==> src/pkg/isr_regs.vh <==
`ifndef ISR_REGS_VH
`define ISR_REGS_VH

// instance numbers
`define ISR_INST_QUES       16'h000b
`define ISR_INST_OPER       16'h000d
`define ISR_INST_OUT_SET    16'h000f
`define ISR_INST_OUT_GET    16'h0010
`define ISR_INST_CURR       16'h0101
`define ISR_INST_VOLT       16'h0102
`define ISR_INST_PWR        16'h0103

// services
`define ISR_SVC_GET         1'b0
`define ISR_SVC_SET         1'b1

// answer status codes
`define ISR_ST_OK           2'h0
`define ISR_ST_REJECT       2'h1
`define ISR_ST_UNKNOWN      2'h2

// answer word counts
`define ISR_CNT_NONE        2'h0
`define ISR_CNT_ONE         2'h1
`define ISR_CNT_TWO         2'h2

// questionable word fields
`define ISR_Q_OVP           0
`define ISR_Q_OCT           1
`define ISR_Q_OVT           2
`define ISR_Q_OPT           3
`define ISR_Q_OCP           4
`define ISR_Q_OTP           5
`define ISR_Q_RSL           6
`define ISR_Q_CC            7
`define ISR_Q_CV            8
`define ISR_Q_CR            9
`define ISR_Q_CP            10
`define ISR_Q_SOFT          11
`define ISR_Q_HARD          12
`define ISR_Q_ILOCK         13
`define ISR_Q_INPWR         14
`define ISR_Q_IOFLT         15

// operation word 0 fields
`define ISR_W0_STANDBY      0
`define ISR_W0_LIVE         1
`define ISR_W0_OCT          4
`define ISR_W0_OVT          5
`define ISR_W0_OPT          6
`define ISR_W0_SENSE        7
`define ISR_W0_UVT          8
`define ISR_W0_CUR_RATE     16
`define ISR_W0_VOLT_RATE    17
`define ISR_W0_ILOCK        20

// operation word 1 fields
`define ISR_W1_PHASE        0
`define ISR_W1_RATING       16
`define ISR_W1_FIRMWARE     17

// reset values
`define ISR_RST_OUT_EN      1'b0
`define ISR_RST_WORD        32'h0000_0000

`endif

==> src/isr_status_regs.v <==
// Operation
// - questionable word live, get instance 11
// - reads never clear any status bit
// - hard faults at bits 0,4,5,6
// - soft trips at bits 1,2,3
// - regulation state on bits 7 to 10
// - bit 11 ors all soft faults
// - bit 12 ors all hard faults
// - bits 13-15 interlock, input power, io fault
// - two operation words live, instance 13
// - word0 bit0 standby, bit1 active
// - word0 trips 4-6, sense 7, undervoltage 8
// - word0 bits 16,17 ratings, 20 interlock
// - word1 bits 0, 16, 17 flags
// - questionable trips and interlock are fixed operation subset
// - output enable set 15, get 16
// - instance 257 returns averaged current
// - 258 returns voltage, sense when engaged
// - instance 259 returns averaged power
`timescale 1ns/1ps
`include "isr_regs.vh"

module isr_status_regs
(
    input  wire        CLK_I,
    input  wire        RESET_N_I,
    input  wire        REQ_VALID_I,
    input  wire        REQ_SERVICE_I,
    input  wire [15:0] REQ_INSTANCE_I,
    input  wire [31:0] REQ_DATA_I,
    output reg         RSP_VALID_O,
    output reg  [1:0]  RSP_STATUS_O,
    output reg  [1:0]  RSP_COUNT_O,
    output reg  [31:0] RSP_DATA0_O,
    output reg  [31:0] RSP_DATA1_O,
    output reg         OUTPUT_ENABLE_O,
    input  wire        OVERVOLTAGE_HARD_FAULT_I,
    input  wire        OVERCURRENT_HARD_FAULT_I,
    input  wire        OVER_TEMPERATURE_I,
    input  wire        SENSE_LEAD_LOSS_I,
    input  wire        OVERCURRENT_TRIP_FLAG_I,
    input  wire        OVERVOLTAGE_TRIP_FLAG_I,
    input  wire        OVERPOWER_TRIP_FLAG_I,
    input  wire        LOW_VOLTAGE_TRIP_I,
    input  wire        SENSE_OUT_OF_BOUNDS_I,
    input  wire        CONST_CURRENT_REG_I,
    input  wire        CONST_VOLTAGE_REG_I,
    input  wire        CONST_RESISTANCE_REG_I,
    input  wire        CONST_POWER_REG_I,
    input  wire        INTERLOCK_OPEN_I,
    input  wire        INPUT_POWER_LOST_I,
    input  wire        IO_SIGNAL_FAULT_I,
    input  wire        TERMINAL_CURRENT_OVER_RATING_I,
    input  wire        TERMINAL_VOLTAGE_OVER_RATING_I,
    input  wire        MISSING_PHASE_I,
    input  wire        BAD_SYSTEM_RATING_I,
    input  wire        FIRMWARE_MISMATCH_I,
    input  wire        POWER_ACTIVE_I,
    input  wire        SENSE_ENGAGED_I,
    input  wire [31:0] AVG_CURRENT_I,
    input  wire [31:0] AVG_TERMINAL_VOLTAGE_I,
    input  wire [31:0] AVG_SENSE_VOLTAGE_I,
    input  wire [31:0] AVG_POWER_I
);

    // ----------------------------------------------------------------
    // live status words
    // ----------------------------------------------------------------
    wire        soft_fault_any;
    wire        hard_fault_any;
    reg  [31:0] ques_word;
    reg  [31:0] oper_word0;
    reg  [31:0] oper_word1;

    assign soft_fault_any = OVERCURRENT_TRIP_FLAG_I | OVERVOLTAGE_TRIP_FLAG_I
                          | OVERPOWER_TRIP_FLAG_I;
    assign hard_fault_any = OVERVOLTAGE_HARD_FAULT_I | OVERCURRENT_HARD_FAULT_I
                          | OVER_TEMPERATURE_I | SENSE_LEAD_LOSS_I;

    always @*
    begin
        ques_word = `ISR_RST_WORD;
        ques_word[`ISR_Q_OVP]   = OVERVOLTAGE_HARD_FAULT_I;
        ques_word[`ISR_Q_OCP]   = OVERCURRENT_HARD_FAULT_I;
        ques_word[`ISR_Q_OTP]   = OVER_TEMPERATURE_I;
        ques_word[`ISR_Q_RSL]   = SENSE_LEAD_LOSS_I;
        ques_word[`ISR_Q_OCT]   = OVERCURRENT_TRIP_FLAG_I;
        ques_word[`ISR_Q_OVT]   = OVERVOLTAGE_TRIP_FLAG_I;
        ques_word[`ISR_Q_OPT]   = OVERPOWER_TRIP_FLAG_I;
        ques_word[`ISR_Q_CC]    = CONST_CURRENT_REG_I;
        ques_word[`ISR_Q_CV]    = CONST_VOLTAGE_REG_I;
        ques_word[`ISR_Q_CR]    = CONST_RESISTANCE_REG_I;
        ques_word[`ISR_Q_CP]    = CONST_POWER_REG_I;
        ques_word[`ISR_Q_SOFT]  = soft_fault_any;
        ques_word[`ISR_Q_HARD]  = hard_fault_any;
        ques_word[`ISR_Q_ILOCK] = INTERLOCK_OPEN_I;
        ques_word[`ISR_Q_INPWR] = INPUT_POWER_LOST_I;
        ques_word[`ISR_Q_IOFLT] = IO_SIGNAL_FAULT_I;
    end

    // same source signals feed both views, so the subset stays fixed
    always @*
    begin
        oper_word0 = `ISR_RST_WORD;
        oper_word0[`ISR_W0_STANDBY]   = ~POWER_ACTIVE_I;
        oper_word0[`ISR_W0_LIVE]      = POWER_ACTIVE_I;
        oper_word0[`ISR_W0_OCT]       = OVERCURRENT_TRIP_FLAG_I;
        oper_word0[`ISR_W0_OVT]       = OVERVOLTAGE_TRIP_FLAG_I;
        oper_word0[`ISR_W0_OPT]       = OVERPOWER_TRIP_FLAG_I;
        oper_word0[`ISR_W0_SENSE]     = SENSE_OUT_OF_BOUNDS_I;
        oper_word0[`ISR_W0_UVT]       = LOW_VOLTAGE_TRIP_I;
        oper_word0[`ISR_W0_CUR_RATE]  = TERMINAL_CURRENT_OVER_RATING_I;
        oper_word0[`ISR_W0_VOLT_RATE] = TERMINAL_VOLTAGE_OVER_RATING_I;
        oper_word0[`ISR_W0_ILOCK]     = INTERLOCK_OPEN_I;
        oper_word1 = `ISR_RST_WORD;
        oper_word1[`ISR_W1_PHASE]     = MISSING_PHASE_I;
        oper_word1[`ISR_W1_RATING]    = BAD_SYSTEM_RATING_I;
        oper_word1[`ISR_W1_FIRMWARE]  = FIRMWARE_MISMATCH_I;
    end

    // ----------------------------------------------------------------
    // instance decode
    // ----------------------------------------------------------------
    // instances this bank answers at all
    function known_inst;
        input [15:0] inst;
        begin
            case (inst)
                `ISR_INST_QUES,
                `ISR_INST_OPER,
                `ISR_INST_OUT_SET,
                `ISR_INST_OUT_GET,
                `ISR_INST_CURR,
                `ISR_INST_VOLT,
                `ISR_INST_PWR:
                begin
                    known_inst = 1'b1;
                end
                default:
                begin
                    known_inst = 1'b0;
                end
            endcase
        end
    endfunction

    // only the output enable instance takes a set
    function set_inst;
        input [15:0] inst;
        begin
            set_inst = (inst == `ISR_INST_OUT_SET);
        end
    endfunction

    // data words carried by an accepted get
    function [1:0] get_words;
        input [15:0] inst;
        begin
            case (inst)
                `ISR_INST_OPER:
                begin
                    get_words = `ISR_CNT_TWO;
                end
                `ISR_INST_QUES,
                `ISR_INST_OUT_GET,
                `ISR_INST_CURR,
                `ISR_INST_VOLT,
                `ISR_INST_PWR:
                begin
                    get_words = `ISR_CNT_ONE;
                end
                default:
                begin
                    get_words = `ISR_CNT_NONE;
                end
            endcase
        end
    endfunction

    wire        req_known;
    wire        req_set;
    wire        req_accept;
    wire        req_get_ok;

    assign req_known  = known_inst(REQ_INSTANCE_I);
    assign req_set    = set_inst(REQ_INSTANCE_I);
    // a set only on the enable instance, a get on every other one
    assign req_accept = req_known & ((REQ_SERVICE_I == `ISR_SVC_SET) == req_set);
    assign req_get_ok = REQ_VALID_I & req_accept & ~req_set;

    // ----------------------------------------------------------------
    // answer status
    // ----------------------------------------------------------------
    reg         next_valid;
    reg  [1:0]  next_status;
    reg  [1:0]  next_count;
    reg         next_out_en;

    always @*
    begin
        next_valid  = REQ_VALID_I;
        next_status = `ISR_ST_OK;
        next_count  = `ISR_CNT_NONE;
        next_out_en = OUTPUT_ENABLE_O;
        if (REQ_VALID_I && !req_known)
        begin
            next_status = `ISR_ST_UNKNOWN;
        end
        else if (REQ_VALID_I && !req_accept)
        begin
            // wrong service for the instance: nothing changes
            next_status = `ISR_ST_REJECT;
        end
        else if (REQ_VALID_I && req_set)
        begin
            next_out_en = REQ_DATA_I[0];
        end
        else if (REQ_VALID_I)
        begin
            next_count = get_words(REQ_INSTANCE_I);
        end
    end

    // ----------------------------------------------------------------
    // answer data select
    // ----------------------------------------------------------------
    reg  [31:0] next_data0;
    reg  [31:0] next_data1;

    // refused and set answers carry zero words
    always @*
    begin
        next_data0 = `ISR_RST_WORD;
        next_data1 = `ISR_RST_WORD;
        if (req_get_ok)
        begin
            case (REQ_INSTANCE_I)
                `ISR_INST_QUES:
                begin
                    next_data0 = ques_word;
                end
                `ISR_INST_OPER:
                begin
                    next_data0 = oper_word0;
                    next_data1 = oper_word1;
                end
                `ISR_INST_OUT_GET:
                begin
                    next_data0 = {31'h0, OUTPUT_ENABLE_O};
                end
                `ISR_INST_CURR:
                begin
                    next_data0 = AVG_CURRENT_I;
                end
                `ISR_INST_VOLT:
                begin
                    next_data0 = SENSE_ENGAGED_I ? AVG_SENSE_VOLTAGE_I
                                                 : AVG_TERMINAL_VOLTAGE_I;
                end
                `ISR_INST_PWR:
                begin
                    next_data0 = AVG_POWER_I;
                end
                default:
                begin
                    next_data0 = `ISR_RST_WORD;
                end
            endcase
        end
    end

    // ----------------------------------------------------------------
    // answer registers
    // ----------------------------------------------------------------
    always @(posedge CLK_I or negedge RESET_N_I)
    begin
        if (!RESET_N_I)
        begin
            RSP_VALID_O  <= 1'b0;
            RSP_STATUS_O <= `ISR_ST_OK;
            RSP_COUNT_O  <= `ISR_CNT_NONE;
            RSP_DATA0_O  <= `ISR_RST_WORD;
            RSP_DATA1_O  <= `ISR_RST_WORD;
        end
        else
        begin
            RSP_VALID_O  <= next_valid;
            RSP_STATUS_O <= next_status;
            RSP_COUNT_O  <= next_count;
            RSP_DATA0_O  <= next_data0;
            RSP_DATA1_O  <= next_data1;
        end
    end

    // ----------------------------------------------------------------
    // output enable state
    // ----------------------------------------------------------------
    // held across gets; only an accepted set or reset moves it
    always @(posedge CLK_I or negedge RESET_N_I)
    begin
        if (!RESET_N_I)
        begin
            OUTPUT_ENABLE_O <= `ISR_RST_OUT_EN;
        end
        else
        begin
            OUTPUT_ENABLE_O <= next_out_en;
        end
    end

endmodule

==> config.mk <==
export PLATFORM = sky130hd
export DESIGN_NAME = isr_status_regs
export DESIGN_NICKNAME = d
export VERILOG_FILES = /design/src/isr_status_regs.v
export VERILOG_INCLUDE_DIRS = /design/src /design/src/pkg
export SDC_FILE = /design/constraint.sdc
export NUM_CORES = 1
export LEC_CHECK = 0
export BUFFER_PORTS_ARGS = -buffer_cell sky130_fd_sc_hd__buf_2
export CAP_MARGIN = 30
export CORE_AREA = 2 2 107 109
export DETAILED_ROUTE_END_ITERATION = 8
export DIE_AREA = 0 0 109 111
export GPL_ROUTABILITY_DRIVEN = 0
export PLACE_DENSITY = 0.7
export SLEW_MARGIN = 20
export SYNTH_ARGS = -nofsm -noshare
export SYNTH_HDL_FRONTEND = slang
export SYNTH_SLANG_ARGS = --single-unit
export TNS_END_PERCENT = 10
==> constraint.sdc <==
create_clock -name CLK_I -period 2.3 [get_ports CLK_I]
set_clock_uncertainty 0.05 [all_clocks]
set_input_delay 0.46 -clock CLK_I [delete_from_list [all_inputs] [get_ports CLK_I]]
set_output_delay 0.46 -clock CLK_I [all_outputs]
set_load 0.05 [all_outputs]
# After elaboration in Yosys (flattened, before gate mapping)
# Index checks and enable logic that the tools add are counted.
# op_classes
mux	13
reduce_logical	8
n_bitwise	12
n_eq_ne	8
# op_table
op	n
case mux 32 bit (6 select lines)	1
two-way mux 32 bit	3
== test 16 x 4 -> 1 bit (second input constant)	3
== test 16 x 9 -> 1 bit (second input constant)	3
two-way mux 18 bit	1
== test 16 x 5 -> 1 bit (second input constant)	1
two-way mux 2 bit	5
OR reduction 7 bit	1
bitwise OR 1 bit	5
OR reduction 5 bit	1
NOT 1 bit	4
case mux 2 bit (2 select lines)	1
AND 1 bit	3
logical AND 1 bit	3
AND reduction 3 bit	1
zero test 1 bit	2
two-way mux 1 bit	2
== test 1 bit	1
# word_totals
ff_bits	70
out_inout_bits	70
wordCells	47
input_bits	203

# Logic depth before layout (Yosys ltp)
# logic_depth
depth_word	8
depth_mapped	8
ltp_nobuf	5

# Worst setup path before layout
# No wires, ideal clock.
# synth_timing
path_kind	input to register
start	input port REQ_INSTANCE_I[1]
end	register RSP_DATA0_O[24]
arrival_time_ns	1.911
path_buffers	3
setup_ns	0.145
stages	7
required_time_ns	2.105
slack_ns	0.195
cell_sequence	buf_2 and4bb_1 buf_2 a22o_4 a41oi_4 buf_8 nor3_2
# synth_via
elab_chain_len	7
word_cells_on_any_way	16
classes_between	8 x eq/ne; 3 x mux; 4 x bitwise; 1 x reduce/logical
# synth_rtl
element	line	source
start: declaration	isr_status_regs.v:29	input wire [15:0] REQ_INSTANCE_I,
== test 16 x 4 -> 1 bit, or another cell as far along	isr_status_regs.v:128	case (inst)
OR reduction 7 bit	isr_status_regs.v:128	
two-way mux 1 bit	isr_status_regs.v:128	
AND 1 bit	isr_status_regs.v:188	assign req_accept = req_known & ((REQ_SERVICE_I == `ISR_SVC_SET) == req_set);
AND 1 bit (2 in a row)	isr_status_regs.v:189	assign req_get_ok = REQ_VALID_I & req_accept & ~req_set;
two-way mux 32 bit *	isr_status_regs.v:235	if (req_get_ok)
via next_data0[24]	isr_status_regs.v:227	reg [31:0] next_data0;
end signal: assignment	isr_status_regs.v:282	RSP_DATA0_O <= `ISR_RST_WORD;
end signal: assignment	isr_status_regs.v:290	RSP_DATA0_O <= next_data0;
end: declaration	isr_status_regs.v:34	output reg [31:0] RSP_DATA0_O,
# The timed path passes the listed nets; every way through them passes the cells marked *.
# A chain may end at the register's enable or synchronous reset.

# Worst setup path in the final report
# layout_timing
start	input port REQ_INSTANCE_I[13]
end	register RSP_DATA0_O[29]
# Same word-level chain as after synthesis.

==> run_results.csv <==
group,metric,value,unit
floorplan,die_w,109,um
setup_path,regToRegEndpoint,"RSP_DATA0_O[0]",
floorplan,num_rows,39,
synth,syn-mean-instance-area,10.5,um2
timing,worst_pin_slew,607,ps
synth,yosys.cell_count.top_type,"dfrtp_1",
layout,antenna_cells_inserted,0,
setup_path,crit_path_top_delay_cell,"or4_1",
floorplan,io-pin-count,273,
setup_path,maximum_fanout_along_the_worst_path,26,
outcome,outcome,"finished, final reports clean",
synth,post_synth_main_area_contributors,"dfrtp_1 (33%), a22oi_1 (7.7%), buf_4 (7.4%)",
floorplan,full_die_area,12100,um2
clocking,clkSinkCount,41,
clocking,cts_resized,0,
setup_path,r2r-start,"OUTPUT_ENABLE_O",
hold_path,hold_class,"input pin to asynchronous set/reset pin",
routing,routed-via-count,3290,
synth,syn_area,3130,um2
flow_run,maxCapViolations,0,
setup_path,worstPathArrival,2120,ps
timing,slew_headroom,59.6,%
synth,synth_top_cells_by_count,"dfrtp_1 (41), a22oi_1 (32), buf_4 (31)",
global_route,global_route.usage.total,17.8,%
clocking,htreeDepth,2,
timing,min_period,1970,ps
timing,rsz0062_at_grt,"no",
clocking,max-clock-path-buffers,2,
power_and_ir_drop,power_density,408,nW/um2
setup_path,slowest_delay,570,ps
routing,drt-pass1-iter-count,4,
power_and_ir_drop,ir_drop,248,uV
floorplan,fp.dieH,111,um
power_and_ir_drop,p_leak,0.00211,uW
routing,final_wl,11200,um
synth,yosys_most_used_dff,"dfrtp_1",
setup_path,path_class,"input pin to flop",
synth,synth-seq-cells,41,
synth,synth_seq_area_share,32.8,%
timing,maxSlewViolCount,0,
placed_design,detailedPlacementHpwl,8820,um
setup_path,worstRegToRegCells,5,
routing,detailedRoute.firstIterationViolations,178,
synth,synthDominantAreaCellType,"dfrtp_1",
clocking,clkSlewWorstSetupHoldPaths,60,ps
timing,timing.final.hold_violations,0,
timing,fmax,508,MHz
layout,num-fill-cells,1080,
timing,finalCritPeriodShare,85.7,%
global_route,grt_first_pass_wirelength,16200,um
global_route,grt_start_max_net_pins,38,
synth,synth_top_area_share,32.8,%
global_route,gr-total-overflow,0,
setup_path,critPathCaptureType,"flop",
global_route,antenna_found_initial,0,
placed_design,buffer_ports.inserted,212,
setup_path,setup.worst_path.start_class,"input pin",
routing,via_per_inst,5.01,
setup_path,worst_ep_required_time,2450,ps
routing,route.antenna.remaining_nets,0,
clocking,clock_tree_from_tritoncts,"done",
setup_path,crit_path_cell_trace,"buf_2 -> or4_1 -> nor4_4 -> buf_12 -> buf_4 -> a221oi_1 -> nor3_2",
setup_path,worst-r2r-setup-slack,1060,ps
synth,postSynth.asyncResetShare,100,%
floorplan,floorplan.initialDensity,28.3,%
clocking,cts_setup_buffers,0,
floorplan,coreArea,11100,um2
synth,synth-warning-count,0,
clocking,tritoncts.num_buffers,5,
routing,wl_per_cell,17.0,um
clocking,clk_root_buffer_cell,"clkbuf_16",
layout,drive_above_1_share,59.3,%
synth,synthDistinctLibCells,46,
timing,setup_viol,0,
synth,synthesis.instances,299,
timing,setup-tns-final,0,ps
routing,drc_errors,0,
clocking,cts_hold_repair.buffers,0,
layout,final_nets,717,
layout,area_growth,43.2,%
layout,utilization,40.5,%
synth,synth_edf_count,0,
clocking,insertion_delay,280,ps
global_route,number_of_global_route_vias_before_repair,3210,
==> registers in the layout, indices dropped and copies added, names as in the netlist <==
register,cells
RSP_DATA0_O,32
RSP_STATUS_O,2
RSP_COUNT_O,2
OUTPUT_ENABLE_O,1
RSP_VALID_O,1
RSP_DATA1_O,3
==> logic make-up (layout without fill, tap and decap cells) <==
kind of cell | after synthesis | after routing | share of synthesized area [%]
buffers and inverters | 53 | 240 | 11.5
flip-flops | 41 | 41 | 32.8
AO/OA/AOI/OAI | 81 | 81 | 23.3
other | 1 | 29 | 0.120
AND/OR/NAND/NOR | 90 | 90 | 21.2
multiplexers | 33 | 33 | 11.1
==> area by class of cell <==
| cell class | count | area [um2] | area share, % |
|---|---|---|---|
| multi-input cells | 233 | 1850 | 41.3 |
| well taps | 143 | 179 | 3.99 |
| clock buffers | 6 | 139 | 3.10 |
| repair buffers | 233 | 1280 | 28.6 |
| flip-flops and latches | 41 | 1030 | 22.9 |
| clock inverters | 1 | 7.51 | 0.167 |
==> metal layers <==
layer  GRT usage (%)  up-vias  routed length, um
met1            20.7     1547               4470
met4            5.73        0                201
met5               0        -                  0
li1                -     1538                  -
met3            3.23       16                933
met2            32.2      189               5550
==> through the flow <==
stage          power (uW)  setup slack, ps  cell area [um2]  hold slack, ps  cells
2_1_floorplan         982              195             3240             114    327
3_3_place_gp         1140             64.2             4340             365    650
3_5_place_dp         1150             46.4             4340             376    650
4_1_cts              1860              325             4480            76.5    657
5_1_grt              1920              207             4480            96.9    657
6_report             1830              330             4480            64.6    657
==> worst max-delay path: cells and delay by family <==
family          cells  cell delay (ps)
compound gates      1               90
buf+inv             3              520
simple gates        3             1030
==> worst max path at each step <==
stage,start,endpoint
6_report,REQ_INSTANCE_I[13],RSP_DATA0_O[29]
5_1_grt,REQ_INSTANCE_I[2],RSP_DATA0_O[10]
4_1_cts,REQ_INSTANCE_I[13],RSP_DATA0_O[30]
3_5_place_dp,REQ_INSTANCE_I[13],RSP_DATA0_O[3]
3_3_place_gp,REQ_INSTANCE_I[13],RSP_DATA0_O[3]
2_1_floorplan,REQ_INSTANCE_I[1],RSP_DATA0_O[24]
==> power breakdown <==
| part | total (uW) | switching (uW) | internal (uW) |
|---|---|---|---|
| combinational | 413 | 255 | 158 |
| clock | 695 | 270 | 425 |
| sequential | 724 | 0.347 | 723 |
| total | 1830 | 525 | 1310 |
==> layout by cell type (no fill, tap or decap), drive strengths merged, types with 2 or more instances in the layout <==
master / synthesis / final
a211oi: 18 / 18
a222oi: 2 / 2
a32o: 2 / 2
nor3: 38 / 38
or3: 2 / 2
nand3: 4 / 4
dfrtp: 41 / 41
nand2: 14 / 14
or4b: 4 / 4
a22oi: 32 / 32
o21ai: 8 / 8
mux2: 13 / 13
clkbuf: 9 / 6
nor2b: 3 / 3
buf: 44 / 233
a2bb2oi: 2 / 2
nand4: 2 / 2
or4: 3 / 3
nor4: 4 / 4
and3: 2 / 2
mux2i: 20 / 20
a221oi: 11 / 11
nor2: 8 / 8
conb: 1 / 29
Note: power is estimated with default switching activity, not from simulation.
